==> config.mk <==
export PLATFORM = sky130hd
export DESIGN_NAME = cst_tx
export DESIGN_NICKNAME = d
export VERILOG_FILES = /design/src/cst_pkg.sv /design/src/cst_tx.sv /design/src/cst_fifo.sv
export VERILOG_INCLUDE_DIRS = /design/src
export SDC_FILE = /design/constraint.sdc
export NUM_CORES = 1
export LEC_CHECK = 0
export ABC_AREA = 0
export CAP_MARGIN = 25
export CORE_MARGIN = 1.5
export CORE_UTILIZATION = 63
export CTS_BUF_LIST = sky130_fd_sc_hd__clkbuf_16
export DETAILED_ROUTE_END_ITERATION = 8
export DONT_BUFFER_PORTS = 1
export PLACE_DENSITY = 0.79
export SLEW_MARGIN = 20
export SYNTH_ARGS = -nofsm -noshare
export SYNTH_HDL_FRONTEND = slang
export SYNTH_SLANG_ARGS = --single-unit
==> constraint.sdc <==
create_clock -name clock -period 3.42 [get_ports clock]
set_input_delay 0.513 -clock clock [delete_from_list [all_inputs] [get_ports clock]]
set_output_delay 0.513 -clock clock [all_outputs]
set_load 0.02 [all_outputs]
==> src/cst_map.svh <==
// constants of the clocked serial transmitter
// assumes a 50 MHz system clock and byte-wide transmit data
//
// Behaviour
// - send only once transmit is enabled and a byte is buffered
// - with permit on, start only after the permit input goes low
// - first leading edge loads shifter, drives bit one, may raise irq
// - remaining bits leave lsb or msb first by choice, one per leading clock edge
// - after eight bits set the empty flag and park the clock pin at idle, high with polarity clear and low with it set
// - a byte buffered before the eighth bit follows with no gap
// - clock source is internal divided by 1, 8 or 32, or the pin
// - polarity picks falling or rising edge for data changes
// - multi pin mode ignores permit and starts once enabled with a byte buffered
// - complete selection raises the irq when the last bit ends
// - in multi pin mode both route select bits set move the clock to the alternate pin
// - multi pin only on channel one, internal clock, no handshakes
// - irq on buffer to shifter move or on shifter empty, by choice
// - empty flag reads zero while sending, one once finished
// - two clock pins let one channel serve two receivers in turn
`ifndef CST_MAP_SVH
`define CST_MAP_SVH
`define CST_BYTE_W      8
`define CST_FIFO_DEPTH  16
`define CST_LAST_BIT    3'h7
`define CST_DIV_F1      6'h01
`define CST_DIV_F8      6'h08
`define CST_DIV_F32     6'h20
`define CST_SEL_F1      2'h0
`define CST_SEL_F8      2'h1
`define CST_SEL_F32     2'h2
`define CST_ROUTE_ALT   2'h3
`define CST_MP_CHANNEL  1
`endif

==> src/cst_pkg.sv <==
// types of the clocked serial transmitter
// assumes cst_map.svh is on the include path
package cst_pkg;
  typedef enum logic [0:0] {
    CST_IDLE,
    CST_SHIFT
  } cst_state_t;
  typedef logic [1:0] cst_div_sel_t;
endpackage

==> src/cst_tx.sv <==
// transmit path of a clock synchronous serial channel
// assumes pin inputs already synchronous to clock; software controls
// arrive as plain levels and the buffer write as a valid/ready pair
`timescale 1ns/1ps
`include "cst_map.svh"
module cst_tx #(
  parameter int CHANNEL = 1,
  parameter int DEPTH   = `CST_FIFO_DEPTH
) (
  input  wire logic              clock,
  input  wire logic              rst_b,
  input  wire logic              tx_enable,
  input  wire logic              wr_valid,
  input  wire logic [7:0]        wr_data,
  output logic                   wr_ready,
  input  wire logic              clk_src_ext,
  input  wire cst_pkg::cst_div_sel_t clk_div_sel,
  input  wire logic              permit_enable,
  input  wire logic              transmit_permit_input,
  input  wire logic              clk_polarity,
  input  wire logic              msb_first,
  input  wire logic              int_on_complete,
  input  wire logic              multi_pin_enable,
  input  wire logic [1:0]        clk_pin_sel,
  input  wire logic              transfer_clock_pin_in,
  output logic                   transfer_clock_pin_out,
  output logic                   transfer_clock_pin_oe,
  output logic                   alternate_clock_out_pin,
  output logic                   serial_data_out,
  output logic                   shift_register_empty_flag,
  output logic                   tx_irq_req,
  output logic                   handshake_unavailable
);
  import cst_pkg::*;

  // ------------------------------------------------------------
  // helpers
  // ------------------------------------------------------------
  function automatic logic [5:0] div_of(input cst_div_sel_t s);
    if (s == `CST_SEL_F8) begin
      div_of = `CST_DIV_F8;
    end else if (s == `CST_SEL_F32) begin
      div_of = `CST_DIV_F32;
    end else begin
      div_of = `CST_DIV_F1;
    end
  endfunction

  function automatic logic first_bit(input logic [7:0] b,
                                     input logic msb);
    first_bit = msb ? b[7] : b[0];
  endfunction

  // ------------------------------------------------------------
  // transmit buffer
  // ------------------------------------------------------------
  logic       buf_valid;
  logic [7:0] buf_data;
  logic       buf_pop;

  cst_fifo #(
    .W (`CST_BYTE_W),
    .D (DEPTH)
  ) u_fifo (
    .clock     (clock),
    .rst_b     (rst_b),
    .in_valid  (wr_valid),
    .in_data   (wr_data),
    .in_ready  (wr_ready),
    .out_valid (buf_valid),
    .out_data  (buf_data),
    .out_ready (buf_pop)
  );

  // ------------------------------------------------------------
  // mode decode
  // ------------------------------------------------------------
  logic mp_active;
  logic permit_ok;
  logic ready_to_send;

  // multi pin only on its channel with the internal clock
  assign mp_active = multi_pin_enable && (CHANNEL == `CST_MP_CHANNEL)
                     && !clk_src_ext;
  assign handshake_unavailable = mp_active;
  // permit gating is dropped in multi pin mode
  assign permit_ok = !permit_enable || mp_active ||
                     !transmit_permit_input;
  assign ready_to_send = tx_enable && buf_valid && permit_ok;

  // ------------------------------------------------------------
  // internal clock divider
  // ------------------------------------------------------------
  logic [5:0] div_cnt_ff;
  logic       tick;

  assign tick = (div_cnt_ff >= div_of(clk_div_sel) - 6'h01);

  always_ff @(posedge clock or negedge rst_b) begin
    if (!rst_b) begin
      div_cnt_ff <= 6'h00;
    end else if (tick) begin
      div_cnt_ff <= 6'h00;
    end else begin
      div_cnt_ff <= div_cnt_ff + 6'h01;
    end
  end

  // ------------------------------------------------------------
  // edge events
  // ------------------------------------------------------------
  // sck_ff is the internal clock in idle-is-one form
  cst_state_t state_ff;
  logic       sck_ff;
  logic       ext_prev_ff;
  logic       ext_lvl;
  logic       lead;
  logic       trail;
  logic       busy;
  logic       reload_ff;
  logic [2:0] bit_cnt_ff;
  logic [7:0] shreg_ff;
  logic       load;
  logic       finish;
  logic       cont;

  assign busy = (state_ff == CST_SHIFT);
  // polarity folds the pin into idle-is-one form
  assign ext_lvl = transfer_clock_pin_in ^ clk_polarity;

  always_ff @(posedge clock or negedge rst_b) begin
    if (!rst_b) begin
      ext_prev_ff <= 1'b1;
    end else begin
      ext_prev_ff <= ext_lvl;
    end
  end

  // lead edge changes data, trail edge is where the far end samples
  always_comb begin
    if (clk_src_ext) begin
      lead  = ext_prev_ff && !ext_lvl;
      trail = !ext_prev_ff && ext_lvl;
    end else begin
      lead  = tick && sck_ff && (busy || ready_to_send);
      trail = tick && !sck_ff;
    end
  end

  assign load   = lead && ((!busy && ready_to_send) ||
                           (busy && reload_ff));
  assign cont   = tx_enable && buf_valid && permit_ok;
  assign finish = trail && busy && (bit_cnt_ff == `CST_LAST_BIT) &&
                  !cont;
  assign buf_pop = load;

  // ------------------------------------------------------------
  // internal transfer clock
  // ------------------------------------------------------------
  always_ff @(posedge clock or negedge rst_b) begin
    if (!rst_b) begin
      sck_ff <= 1'b1;
    end else if (clk_src_ext) begin
      sck_ff <= 1'b1;
    end else if (lead) begin
      sck_ff <= 1'b0;
    end else if (trail) begin
      sck_ff <= 1'b1;
    end
  end

  // ------------------------------------------------------------
  // sequencing
  // ------------------------------------------------------------
  always_ff @(posedge clock or negedge rst_b) begin
    if (!rst_b) begin
      state_ff <= CST_IDLE;
    end else begin
      case (state_ff)
        CST_IDLE: begin
          if (load) begin
            state_ff <= CST_SHIFT;
          end
        end
        CST_SHIFT: begin
          if (finish) begin
            state_ff <= CST_IDLE;
          end
        end
        default: begin
          state_ff <= CST_IDLE;
        end
      endcase
    end
  end

  always_ff @(posedge clock or negedge rst_b) begin
    if (!rst_b) begin
      reload_ff <= 1'b0;
    end else if (load) begin
      reload_ff <= 1'b0;
    end else if (trail && busy && bit_cnt_ff == `CST_LAST_BIT) begin
      reload_ff <= cont;
    end
  end

  always_ff @(posedge clock or negedge rst_b) begin
    if (!rst_b) begin
      bit_cnt_ff <= 3'h0;
    end else if (load) begin
      bit_cnt_ff <= 3'h0;
    end else if (lead && busy) begin
      bit_cnt_ff <= bit_cnt_ff + 3'h1;
    end
  end

  // ------------------------------------------------------------
  // shifter and data pin
  // ------------------------------------------------------------
  always_ff @(posedge clock or negedge rst_b) begin
    if (!rst_b) begin
      shreg_ff <= 8'h00;
    end else if (load) begin
      shreg_ff <= buf_data;
    end else if (lead && busy) begin
      shreg_ff <= msb_first ? {shreg_ff[6:0], 1'b0}
                            : {1'b0, shreg_ff[7:1]};
    end
  end

  always_ff @(posedge clock or negedge rst_b) begin
    if (!rst_b) begin
      serial_data_out <= 1'b1;
    end else if (load) begin
      serial_data_out <= first_bit(buf_data, msb_first);
    end else if (lead && busy) begin
      serial_data_out <= msb_first ? shreg_ff[6]
                                   : shreg_ff[1];
    end
  end

  // ------------------------------------------------------------
  // status and interrupt request
  // ------------------------------------------------------------
  always_ff @(posedge clock or negedge rst_b) begin
    if (!rst_b) begin
      shift_register_empty_flag <= 1'b1;
    end else if (load) begin
      shift_register_empty_flag <= 1'b0;
    end else if (finish) begin
      shift_register_empty_flag <= 1'b1;
    end
  end

  logic byte_done;
  assign byte_done = trail && busy && (bit_cnt_ff == `CST_LAST_BIT);

  always_ff @(posedge clock or negedge rst_b) begin
    if (!rst_b) begin
      tx_irq_req <= 1'b0;
    end else begin
      tx_irq_req <= int_on_complete ? byte_done
                                    : load;
    end
  end

  // ------------------------------------------------------------
  // clock pin routing
  // ------------------------------------------------------------
  logic route_alt_ff;
  logic sck_pin;

  // route only changes while idle, never between chained bytes
  always_ff @(posedge clock or negedge rst_b) begin
    if (!rst_b) begin
      route_alt_ff <= 1'b0;
    end else if (!busy && !load) begin
      route_alt_ff <= mp_active &&
                      (clk_pin_sel == `CST_ROUTE_ALT);
    end
  end

  assign sck_pin = sck_ff ^ clk_polarity;
  // the unused pin is held high, so two receivers share data in turn
  assign transfer_clock_pin_out  = route_alt_ff ? 1'b1 : sck_pin;
  assign transfer_clock_pin_oe   = !clk_src_ext && !route_alt_ff;
  assign alternate_clock_out_pin = route_alt_ff ? sck_pin
                                                : 1'b1;
endmodule // cst_tx

==> src/cst_fifo.sv <==
// transmit buffer fifo with valid and ready on both sides
// assumes one clock and an active low asynchronous reset
`timescale 1ns/1ps
module cst_fifo #(
  parameter int W = 8,
  parameter int D = 16
) (
  input  wire logic         clock,
  input  wire logic         rst_b,
  input  wire logic         in_valid,
  input  wire logic [W-1:0] in_data,
  output logic              in_ready,
  output logic              out_valid,
  output logic [W-1:0]      out_data,
  input  wire logic         out_ready
);
  localparam int AW = $clog2(D);
  logic [W-1:0] mem [D];
  logic [AW:0]  wr_ptr_ff;
  logic [AW:0]  rd_ptr_ff;
  logic         full;
  logic         empty;
  assign empty = (wr_ptr_ff == rd_ptr_ff);
  assign full  = (wr_ptr_ff[AW] != rd_ptr_ff[AW]) &&
                 (wr_ptr_ff[AW-1:0] == rd_ptr_ff[AW-1:0]);
  assign in_ready  = !full;
  assign out_valid = !empty;
  assign out_data  = mem[rd_ptr_ff[AW-1:0]];
  always_ff @(posedge clock) begin
    if (in_valid && !full) begin
      mem[wr_ptr_ff[AW-1:0]] <= in_data;
    end
  end
  always_ff @(posedge clock or negedge rst_b) begin
    if (!rst_b) begin
      wr_ptr_ff <= '0;
    end else if (in_valid && !full) begin
      wr_ptr_ff <= wr_ptr_ff + 1'b1;
    end
  end
  always_ff @(posedge clock or negedge rst_b) begin
    if (!rst_b) begin
      rd_ptr_ff <= '0;
    end else if (out_ready && !empty) begin
      rd_ptr_ff <= rd_ptr_ff + 1'b1;
    end
  end
endmodule // cst_fifo

Yosys cells after proc, flatten, opt, wreduce, memory -nomap -nowiden
Memories as Yosys holds them, arrays and structs flattened. Index checks and enable logic that the tools add are counted.

Register bits: 35. Bits in latches: 0. Memory bits (writable): 128. Bits in read-only memories: 0. Input bits: 24. Output and inout port bits: 8. Word-level logic and storage cells: 100. Memories: 1.

Add/sub/neg operators: 5. Multiply operators: 0. Divide/modulo/power cells: 0. $lt $le $gt $ge: 1. Equal/unequal tests: 7. Shifts and indexed selects: 0. Multiplexer cells: 29. Bitwise operators: 3. Reductions and logical operators: 41.

Memories: u_fifo.mem (depth 16, width 8, rd ports 1, clocked after memory_dff 0, write ports 1, line cst_fifo.sv:18) `logic [W-1:0] mem [D];`.

Operators by type and width (count): $mux 8 (3); $logic_and 1x1->1 (21); $mux 1 (20); $mux 6 (3); $logic_not 1->1 (12); $add 5x1->5 const B (2); $add 6x1->6 const B (1); $ge 6x6->1 (1); $mux 3 (2); $reduce_bool 2->1 (3); $sub 6x1->6 const B (1); $eq 5x5->1 (1); $eq 2x2->1 const B (2); $eq 4x4->1 (1); $logic_or 1x1->1 (4); $add 3x1->3 const B (1); $eq 3x3->1 const B (1); $reduce_bool 3->1 (1); $eq 2x1->1 const B (1); $pmux 1 s2 (1); $xor 1x1->1 (2); $ne 1x1->1 (1); $not 1->1 (1).

Longest topological paths before layout
Gate-level depths: netlist of run 1.

Word-level depth: 12. Gate-level depth with buffers: 11. Mapped depth without buffers: 10.

Cells and area by module
Synthesis of run 1 repeated with hierarchy kept, for this count alone.

Cells, all modules: 444. Area, all modules: 7337.0 µm².

Modules (own cells, without submodules): cst_fifo (instances 1, cells each 293, area each 5710.5 µm², sequential area each 4093.9 µm²); cst_tx (instances 1, cells each 151, area each 1626.6 µm², sequential area each 630.6 µm²).

Least setup slack after synthesis of run 1
No wires, ideal clock.

Kind: register to register. From: register u_fifo.rd_ptr_ff[0]. To: memory u_fifo.mem[1][0], enable pin. Setup time: 0.398 ns. Arrival time: 2.198 ns. Data required time: 3.022 ns. Path slack: 0.824 ns. Stages on the path, launching flop included: 7. Buffers on the path: 1. Period minus slack after synthesis: 2.596 ns. Cells stage by stage: dfrtp_1 > buf_4 > xnor2_1 > nand4_1 > nand2b_1 > nand2_1 > nor4b_1.

Longest elaborated chain between the ends: 6.

Ends and longest elaborated chain: start, declared (line cst_fifo.sv:20) `logic [AW:0] rd_ptr_ff;`; start signal, assigned (line cst_fifo.sv:45) `rd_ptr_ff <= rd_ptr_ff + 1'b1;`; $eq 4x4->1 (line cst_fifo.sv:25) `(wr_ptr_ff[AW-1:0] == rd_ptr_ff[AW-1:0]);`; $logic_and 1x1->1 (line cst_fifo.sv:24) `assign full = (wr_ptr_ff[AW] != rd_ptr_ff[AW]) &&`; $logic_not 1->1; net wr_ready (line cst_tx.sv:15) `output logic wr_ready,`; $logic_and 1x1->1 (line cst_fifo.sv:30) `if (in_valid && !full) begin`; $mux 1 (line cst_fifo.sv:30); $mux 1 (implied by the code) (line cst_fifo.sv:31) `mem[wr_ptr_ff[AW-1:0]] <= in_data;`; end, declared (line cst_fifo.sv:18).

The timed path passes the listed nets, and every way through them passes these cells.

Worst setup path in the final report of run 1
From: register u_fifo.wr_ptr_ff[3]. To: memory u_fifo.mem[5][3], enable pin.

Longest elaborated chain between the ends: 6.

Ends and longest elaborated chain: start, declared (line cst_fifo.sv:19) `logic [AW:0] wr_ptr_ff;`; start signal, assigned (line cst_fifo.sv:38) `wr_ptr_ff <= wr_ptr_ff + 1'b1;`; $eq 4x4->1 (line cst_fifo.sv:25); $logic_and 1x1->1 (line cst_fifo.sv:24); $logic_not 1->1; net wr_ready (line cst_tx.sv:15); $logic_and 1x1->1 (line cst_fifo.sv:30); $mux 1 (line cst_fifo.sv:30); $mux 1 (implied by the code) (line cst_fifo.sv:31).

The timed path passes the listed nets, and every way through them passes these cells.

==> flow_metrics.py, run 1 <==
metrics = {
    "outcome": {
        "outcome": "finished, final reports clean",
    },
    "floorplan": {
        "placementRows": 38,
        "dieWidth_um": 109,
        "vertical_extent_of_the_die_um": 109,
        "io_pins": 32,
        "design.die.area_um2": 12000,
        "floorplan.core_area_um2": 10900,
        "initial_utilization_pct": 65.2,
    },
    "synth": {
        "synthAdderAreaFrac_pct": 2.46,
        "synth-seq-cells": 163,
        "post_synth_mux_area_share_pct": 13.0,
        "synthArstFlopShare_pct": 21.5,
        "gate_count_after_technology_mapping": 457,
        "synth_compound_area_share_pct": 6.58,
        "synth_warnings": 0,
        "synth_edf_count": 128,
        "synth_top_flop_cell": "sky130_fd_sc_hd__edfxtp_1",
        "dominant_combinational_cell_family_by_area_after_synthesis": "multiplexers",
        "cell_area_after_technology_mapping_um2": 7130,
        "syn-mean-instance-area_um2": 15.6,
        "yosysUniqueCellTypes": 53,
        "postSynthNetCount": 495,
        "synthXorXnorAreaFrac_pct": 2.46,
        "ys_seq_area_share_pct": 66.3,
        "synth_simple_gate_area_share_pct": 6.58,
    },
    "global_routing": {
        "gr-total-overflow": 0,
        "initial_antenna_violation_count": 0,
        "via_count_of_the_first_global_routing_pass": 3958,
        "grt_max_degree": 50,
        "grt.total_usage_pct": 25.0,
        "grt_pass1_wl_um": 21200,
    },
    "cts": {
        "cts_resized": 0,
        "cts-htree-levels": 4,
        "cts_sinks": 163,
        "worstSkewPairLatency_ns": 0.43,
        "numCtsBuffers": 17,
        "cts_buffer_depth": 2,
        "ctsRootBufferMaster": "sky130_fd_sc_hd__clkbuf_16",
        "clock_tree_from_tritoncts": "built",
        "cts.clk_slew.worst_paths_ns": 0.06,
    },
    "cells_and_area": {
        "final_nets": 508,
        "antenna-diode-count": 0,
        "proportion_of_layout_cells_with_a_drive_suffix_above_1_pct": 15.7,
        "utilization_pct": 72.3,
        "synthToLayoutAreaGrowth_pct": 10.9,
    },
    "detailed_routing": {
        "wire_per_inst_um": 21.8,
        "drt.antenna.violating_nets": 0,
        "drt-pass1-iter-count": 5,
        "drt_wl_total_um": 13600,
        "total_via_count_in_the_routed_design": 3881,
        "drt_drc_violations_left": 0,
        "drt-vias-per-instance": 6.23,
        "drt_iter0_drc": 383,
    },
    "timing": {
        "final-hold-violation-count": 0,
        "setup_viol": 0,
        "finalMaxSlewViolations": 0,
        "max_freq_mhz": 355,
        "grt_setup_unrepaired": "no",
        "slew_hr_pct": 49.1,
        "fin_tns_setup_ns": 0,
        "final_worst_path_period_need_ns": 2.82,
        "worstMarginPinSlew_ns": 0.763,
        "clock_skew_ns": 0.00955,
        "final_min_period_over_clock_period_pct": 82.3,
    },
    "flow_run": {
        "max_cap_viol": 0,
    },
    "setup_path": {
        "timing.reg2reg.worst_path_depth": 7,
        "end_kind": "flop",
        "arrival_ns": 2.94,
        "timing.critical_path.fanout_max": 15,
        "worst_setup_path_start_kind": "flop",
        "worstPathRequired_ns": 3.55,
        "timing.setup.critical_path_class": "reg2reg",
        "ff2ff_setup_slack_ns": 0.60,
    },
    "worst_hold_path": {
        "worst_hold_path_depth": 1,
        "min-delay-path-class": "in2reg",
    },
    "placed_design": {
        "portBuffers": 0,
        "gp_congestion": 0.782,
        "place_hpwl_um": 8590,
    },
    "pwr": {
        "vdd_ir_drop_max_mv": 0.957,
        "finalPower_mw": 6.50,
        "power-per-cell-area_nw_per_um2": 822,
        "p_leak_nw": 2.81,
    },
}
-- Yosys cell counts, types with 3 or more instances --
cell type	number	area, um2
sky130_fd_sc_hd__and3_1	4	25.0
sky130_fd_sc_hd__a31oi_1	8	50.1
sky130_fd_sc_hd__clkbuf_1	7	26.3
sky130_fd_sc_hd__o21ai_1	5	25.0
sky130_fd_sc_hd__mux2i_1	44	440
sky130_fd_sc_hd__inv_1	13	48.8
sky130_fd_sc_hd__buf_4	6	45.0
sky130_fd_sc_hd__nand2_1	17	63.8
sky130_fd_sc_hd__nor4b_1	4	35.0
sky130_fd_sc_hd__nand2b_1	4	25.0
sky130_fd_sc_hd__nor2_1	29	109
sky130_fd_sc_hd__edfxtp_1	128	3840
sky130_fd_sc_hd__and2_1	5	31.3
sky130_fd_sc_hd__xnor2_1	15	131
sky130_fd_sc_hd__dfstp_2	4	105
sky130_fd_sc_hd__a211oi_1	3	22.5
sky130_fd_sc_hd__xor2_1	5	43.8
sky130_fd_sc_hd__nand4_1	4	25.0
sky130_fd_sc_hd__mux4_2	17	383
sky130_fd_sc_hd__o21a_1	3	22.5
sky130_fd_sc_hd__a21oi_1	3	15.0
sky130_fd_sc_hd__a22oi_1	13	97.6
sky130_fd_sc_hd__nor3b_1	5	37.5
sky130_fd_sc_hd__buf_2	9	45.0
sky130_fd_sc_hd__o21ai_0	7	35.0
sky130_fd_sc_hd__dfrtp_1	31	776
sky130_fd_sc_hd__nor2b_1	7	43.8
sky130_fd_sc_hd__o22a_1	7	61.3
sky130_fd_sc_hd__nand3_1	7	35.0
sky130_fd_sc_hd__ha_1	14	175
-- path summary, 6_finish.rpt --
path,from,end
max,u_fifo.wr_ptr_ff[3]$_DFFE_PN0P_,u_fifo.mem[5][3]$_DFFE_PP_
min,transfer_clock_pin_in,ext_prev_ff$_DFF_PN1_
max reg2reg,u_fifo.wr_ptr_ff[3]$_DFFE_PN0P_,u_fifo.mem[5][3]$_DFFE_PP_
min reg2reg,bit_cnt_ff[0]$_DFFE_PN0P_,bit_cnt_ff[0]$_DFFE_PN0P_
max in group asynchronous,rst_b,ext_prev_ff$_DFF_PN1_
min in group asynchronous,rst_b,shreg_ff[3]$_DFFE_PN0P_
-- metal layers --
layer	vias to the layer above	share of wire, %	track usage [%]
li1	1779	-	-
met1	1962	43	33.9
met2	118	50	40.9
met3	22	5.1	4.56
met4	0	1.6	9.46
met5	-	0	0
-- logic make-up (layout without fill, tap and decap cells) --
kind of cell / after synthesis / in the layout
muxes: 67 / 67
DFF: 163 / 163
xor gates and xnor gates: 20 / 20
buffers and inverters: 37 / 63
adders and majority gates: 14 / 14
and+or+nand+nor: 91 / 91
AOI/OAI and AO/OA: 65 / 65
-- cell usage in the layout (no fill, tap or decap), drive strengths merged, types with 8 or more instances in the layout --
cell type | synthesis | layout
edfxtp | 128 | 128
mux2i | 44 | 44
dfrtp | 31 | 31
nor2 | 29 | 29
inv | 13 | 20
mux4 | 19 | 19
nand2 | 17 | 17
clkbuf | 7 | 17
buf | 17 | 17
xnor2 | 15 | 15
ha | 14 | 14
a22oi | 13 | 13
o21ai | 13 | 13
a31oi | 8 | 8
-- area by class of cell --
cell class	instances	area, um2
clock inverters	15	156
inverters	13	48.8
well taps	140	175
clock buffers	17	425
repair buffers	18	150
fillers	666	3030
flip-flops and latches	163	4730
multi-input cells	257	2220
-- where the power goes --
part / internal, mW / leakage (nW) / switching, mW
combinational: 0.848 / 0.934 / 1.06
sequential: 2.48 / 1.58 / 0.234
clock: 1.13 / 0.305 / 0.741
total: 4.46 / 2.81 / 2.04
-- flip-flops by register name (all words and copies together) (netlist names) --
| signal | cells |
|---|---|
| sck_ff | 1 |
| ext_prev_ff | 1 |
| reload_ff | 1 |
| route_alt_ff | 1 |
| serial_data_out | 1 |
| div_cnt_ff | 6 |
| u_fifo.rd_ptr_ff | 5 |
| u_fifo.mem | 128 |
| u_fifo.wr_ptr_ff | 5 |
| busy | 1 |
| bit_cnt_ff | 3 |
| shreg_ff | 8 |
| tx_irq_req | 1 |
| shift_register_empty_flag | 1 |
-- critical path, stage by stage, from the launching register on --
cell and delay (ns):
sky130_fd_sc_hd__dfrtp_1 0.64, sky130_fd_sc_hd__xnor2_1 0.15, sky130_fd_sc_hd__nand4_1 0.21, sky130_fd_sc_hd__nand2b_1 0.32, sky130_fd_sc_hd__and2_1 0.38, sky130_fd_sc_hd__nand2_1 0.17
sky130_fd_sc_hd__nor3b_1 0.40, sky130_fd_sc_hd__buf_4 0.25
-- metrics by stage --
stage	hold slack, ns	instance area (um2)	setup WS, ns	instances
2_1_floorplan	0.217	7130	0.824	457
3_3_place_gp	0.218	7290	0.639	589
3_5_place_dp	0.218	7290	0.550	589
4_1_cts	0.161	7910	0.578	623
5_1_grt	0.167	7910	0.418	623
6_report	0.172	7910	0.604	623
-- timing repair --
item,in CTS,in global routing
hold buffers,2,0
setup buffers,0,0
hold endpoints to repair,35,0
Note: power is estimated with default switching activity, not from simulation.
==> run 2: changes to the inputs <==
--- a/config.mk
+++ b/config.mk
@@ -9,11 +9,11 @@
 export ABC_AREA = 0
 export CAP_MARGIN = 25
 export CORE_MARGIN = 1.5
-export CORE_UTILIZATION = 63
+export CORE_UTILIZATION = 57
 export CTS_BUF_LIST = sky130_fd_sc_hd__clkbuf_16
 export DETAILED_ROUTE_END_ITERATION = 8
 export DONT_BUFFER_PORTS = 1
-export PLACE_DENSITY = 0.79
+export PLACE_DENSITY = 0.75
 export SLEW_MARGIN = 20
 export SYNTH_ARGS = -nofsm -noshare
 export SYNTH_HDL_FRONTEND = slang
==> constraint.sdc (replaced) <==
create_clock -name clock -period 2.3 [get_ports clock]
set_input_delay 0.345 -clock clock [delete_from_list [all_inputs] [get_ports clock]]
set_output_delay 0.345 -clock clock [all_outputs]
set_load 0.02 [all_outputs]
==> run 2 against run 1 <==
Sequential cell count did not move; global-route usage fell by 2.8 points; first-iteration DRC count fell by 5.7%; total power rose by 55%; hold slack got worse by 0.15 ns; register-to-register slack got worse by 0.51 ns.
==> flow_metrics.py, run 2 (synthesis results as in run 1) <==
metrics = {
    "outcome": {
        "outcome": "finished, final reports clean",
    },
    "global_routing": {
        "grt.total_usage_pct": 22.2,
        "gr-total-overflow": 0,
        "initial_antenna_violation_count": 0,
        "grt_pass1_wl_um": 21200,
        "via_count_of_the_first_global_routing_pass": 3968,
        "grt_max_degree": 50,
    },
    "pwr": {
        "p_sw_share_pct": 31.9,
        "seqPwrFrac_pct": 39.7,
        "clockPowerShare_pct": 28.0,
        "vdd_ir_drop_max_mv": 1.23,
        "power_switching_mw": 3.22,
        "power.combinational.fraction_pct": 32.3,
        "finalPower_mw": 10.1,
        "power-per-cell-area_nw_per_um2": 1200,
        "p_int_mw": 6.86,
        "p_leak_nw": 2.99,
    },
    "cells_and_area": {
        "stdcell_area_um2": 8400,
        "antenna-diode-count": 0,
        "area_occupied_by_multi_input_gates_um2": 2280,
        "largest_register_ff_count": 128,
        "mostFrequentLayoutCells": "128 x sky130_fd_sc_hd__edfxtp_1, 44 x sky130_fd_sc_hd__mux2i_1, 30 x sky130_fd_sc_hd__buf_4",
        "proportion_of_layout_cells_with_a_drive_suffix_above_1_pct": 20.9,
        "sequential_cell_area_um2": 4730,
        "final.fill_count": 814,
        "utilization_pct": 69.3,
        "count_of_non_filler_cells_in_the_finished_layout": 689,
        "synthToLayoutAreaGrowth_pct": 17.8,
        "final_nets": 546,
        "mostFrequentLayoutCell": "sky130_fd_sc_hd__edfxtp_1",
    },
    "setup_path": {
        "ff2ff_setup_slack_ns": 0.1,
        "timing.critical_path.to": "u_fifo.mem[9][0]$_DFFE_PP_",
        "crit_chain": "xnor2_1 > nand4_1 > nand2b_1 > and2_1 > and3_1 > and2_1",
        "arrival_ns": 2.26,
        "critical_path.startpoint": "u_fifo.wr_ptr_ff[1]$_DFFE_PN0P_",
        "crit_path_max_incr_delay_ns": 0.45,
        "end_kind": "flop",
        "worst_flop_to_flop_path_endpoint": "u_fifo.mem[9][0]$_DFFE_PP_",
        "cp_common_cell": "sky130_fd_sc_hd__and2_1",
        "rr_startpoint": "u_fifo.wr_ptr_ff[1]$_DFFE_PN0P_",
        "worstPathRequired_ns": 2.36,
        "timing.setup.critical_path_class": "reg2reg",
        "critical-path-slowest-cell": "sky130_fd_sc_hd__dfrtp_1",
        "worst_setup_path_start_kind": "flop",
        "timing.reg2reg.worst_path_depth": 6,
        "timing.critical_path.fanout_max": 8,
    },
    "detailed_routing": {
        "total_via_count_in_the_routed_design": 4045,
        "drt-pass1-iter-count": 5,
        "wire_per_inst_um": 20.6,
        "drt.antenna.violating_nets": 0,
        "drt_drc_violations_left": 0,
        "drt-vias-per-instance": 5.87,
        "drt_iter0_drc": 361,
        "drt_wl_total_um": 14200,
    },
    "placed_design": {
        "gp_congestion": 0.817,
        "dp.cells": 633,
        "place_hpwl_um": 8750,
        "portBuffers": 0,
        "placement.cell_area_um2": 7550,
        "pre_cts_ws_ns": -0.155,
    },
    "cts": {
        "clock_tree_from_tritoncts": "built",
        "ctsRootBufferMaster": "sky130_fd_sc_hd__clkbuf_16",
        "cts.clk_slew.worst_paths_ns": 0.06,
        "cts-htree-levels": 4,
        "cts_sinks": 163,
        "worstSkewPairLatency_ns": 0.43,
        "cts_buffer_depth": 2,
        "numCtsBuffers": 17,
    },
    "timing": {
        "final_worst_path_period_need_ns": 2.20,
        "final-hold-violation-count": 0,
        "worst_slack_ns": 0.0980,
        "max_freq_mhz": 454,
        "setup_viol": 0,
        "finalMaxSlewViolations": 0,
        "clock_skew_ns": 0.00990,
        "final_min_period_over_clock_period_pct": 95.7,
        "worstMarginPinSlew_ns": 0.545,
        "slew_hr_pct": 63.5,
    },
    "floorplan": {
        "placementRows": 40,
        "vertical_extent_of_the_die_um": 115,
        "io_pins": 32,
        "initial_utilization_pct": 58.9,
        "floorplan.core_area_um2": 12100,
        "design.die.area_um2": 13200,
        "dieWidth_um": 115,
    },
    "flow_run": {
        "max_cap_viol": 0,
    },
    "worst_hold_path": {
        "min-delay-path-class": "in2reg",
    },
}
run 2: worst min path at each step:
| stage | start | cells after the start | to | slack (ns) |
|---|---|---|---|---|
| floorplan | rst_b | 0 | bit_cnt_ff[0]$_DFFE_PN0P_ | 0.05 |
| global placement | rst_b | 0 | shreg_ff[3]$_DFFE_PN0P_ | 0.05 |
| detailed placement | rst_b | 0 | shreg_ff[5]$_DFFE_PN0P_ | 0.05 |
| CTS | wr_data[3] | 0 | u_fifo.mem[8][3]$_DFFE_PP_ | 0.0004 |
| global route | wr_data[1] | 0 | u_fifo.mem[14][1]$_DFFE_PP_ | 0.001 |
| finish | wr_data[1] | 0 | u_fifo.mem[14][1]$_DFFE_PP_ | 0.02 |
run 2: worst max-delay path: cells and delay by family, from the launching register on:
family        cells  cell delay (ns)
flops             1             0.45
simple gates      5             1.21
xor+xnor          1             0.16
run 2: per-layer routing:
layer / vias to the layer above / part of all wire (%) / global-route usage (%) / routed length [um]
met4: 0 / 1.1 / 7.49 / 160
li1: 1861 / - / - / -
met2: 117 / 49 / 35.9 / 6910
met5: - / 0 / 0 / 0
met1: 2052 / 43 / 30.1 / 6140
met3: 15 / 7.0 / 5.38 / 997
run 2: power groups by stage:
stage / Clock, mW / Combinational (mW) / Sequential [mW]
finish: 2.82 / 3.25 / 4.00
detailed placement: 0 / 3.15 / 4.06
floorplan: 0 / 2.33 / 3.95
global route: 2.97 / 3.55 / 4.05
global placement: 0 / 3.05 / 4.03
CTS: 2.84 / 3.20 / 4.00
run 2: layout make-up:
| type | instances | area share (%) |
|---|---|---|
| flip-flops and latches | 163 | 56.3 |
| multi-input cells | 257 | 27.1 |
| repair buffers | 56 | 6.38 |
| clock buffers | 17 | 5.07 |
| well taps | 168 | 2.50 |
| clock inverters | 15 | 2.01 |
| inverters | 13 | 0.611 |
run 2: stage by stage:
step | TNS [ns] | hold WS (ns)
2_1_floorplan | -9.42 | 0.0494
3_3_place_gp | -0.549 | 0.0503
3_5_place_dp | -1.91 | 0.0502
4_1_cts | 0 | 0.000366
5_1_grt | -0.00158 | 0.000979
6_report | 0 | 0.0193
run 2: repair_timing:
item	in CTS	in global routing
hold endpoints to repair	57	90
hold buffers	7	15
setup endpoints to repair	0	24
resized for setup	0	2
buffers inserted	0	2
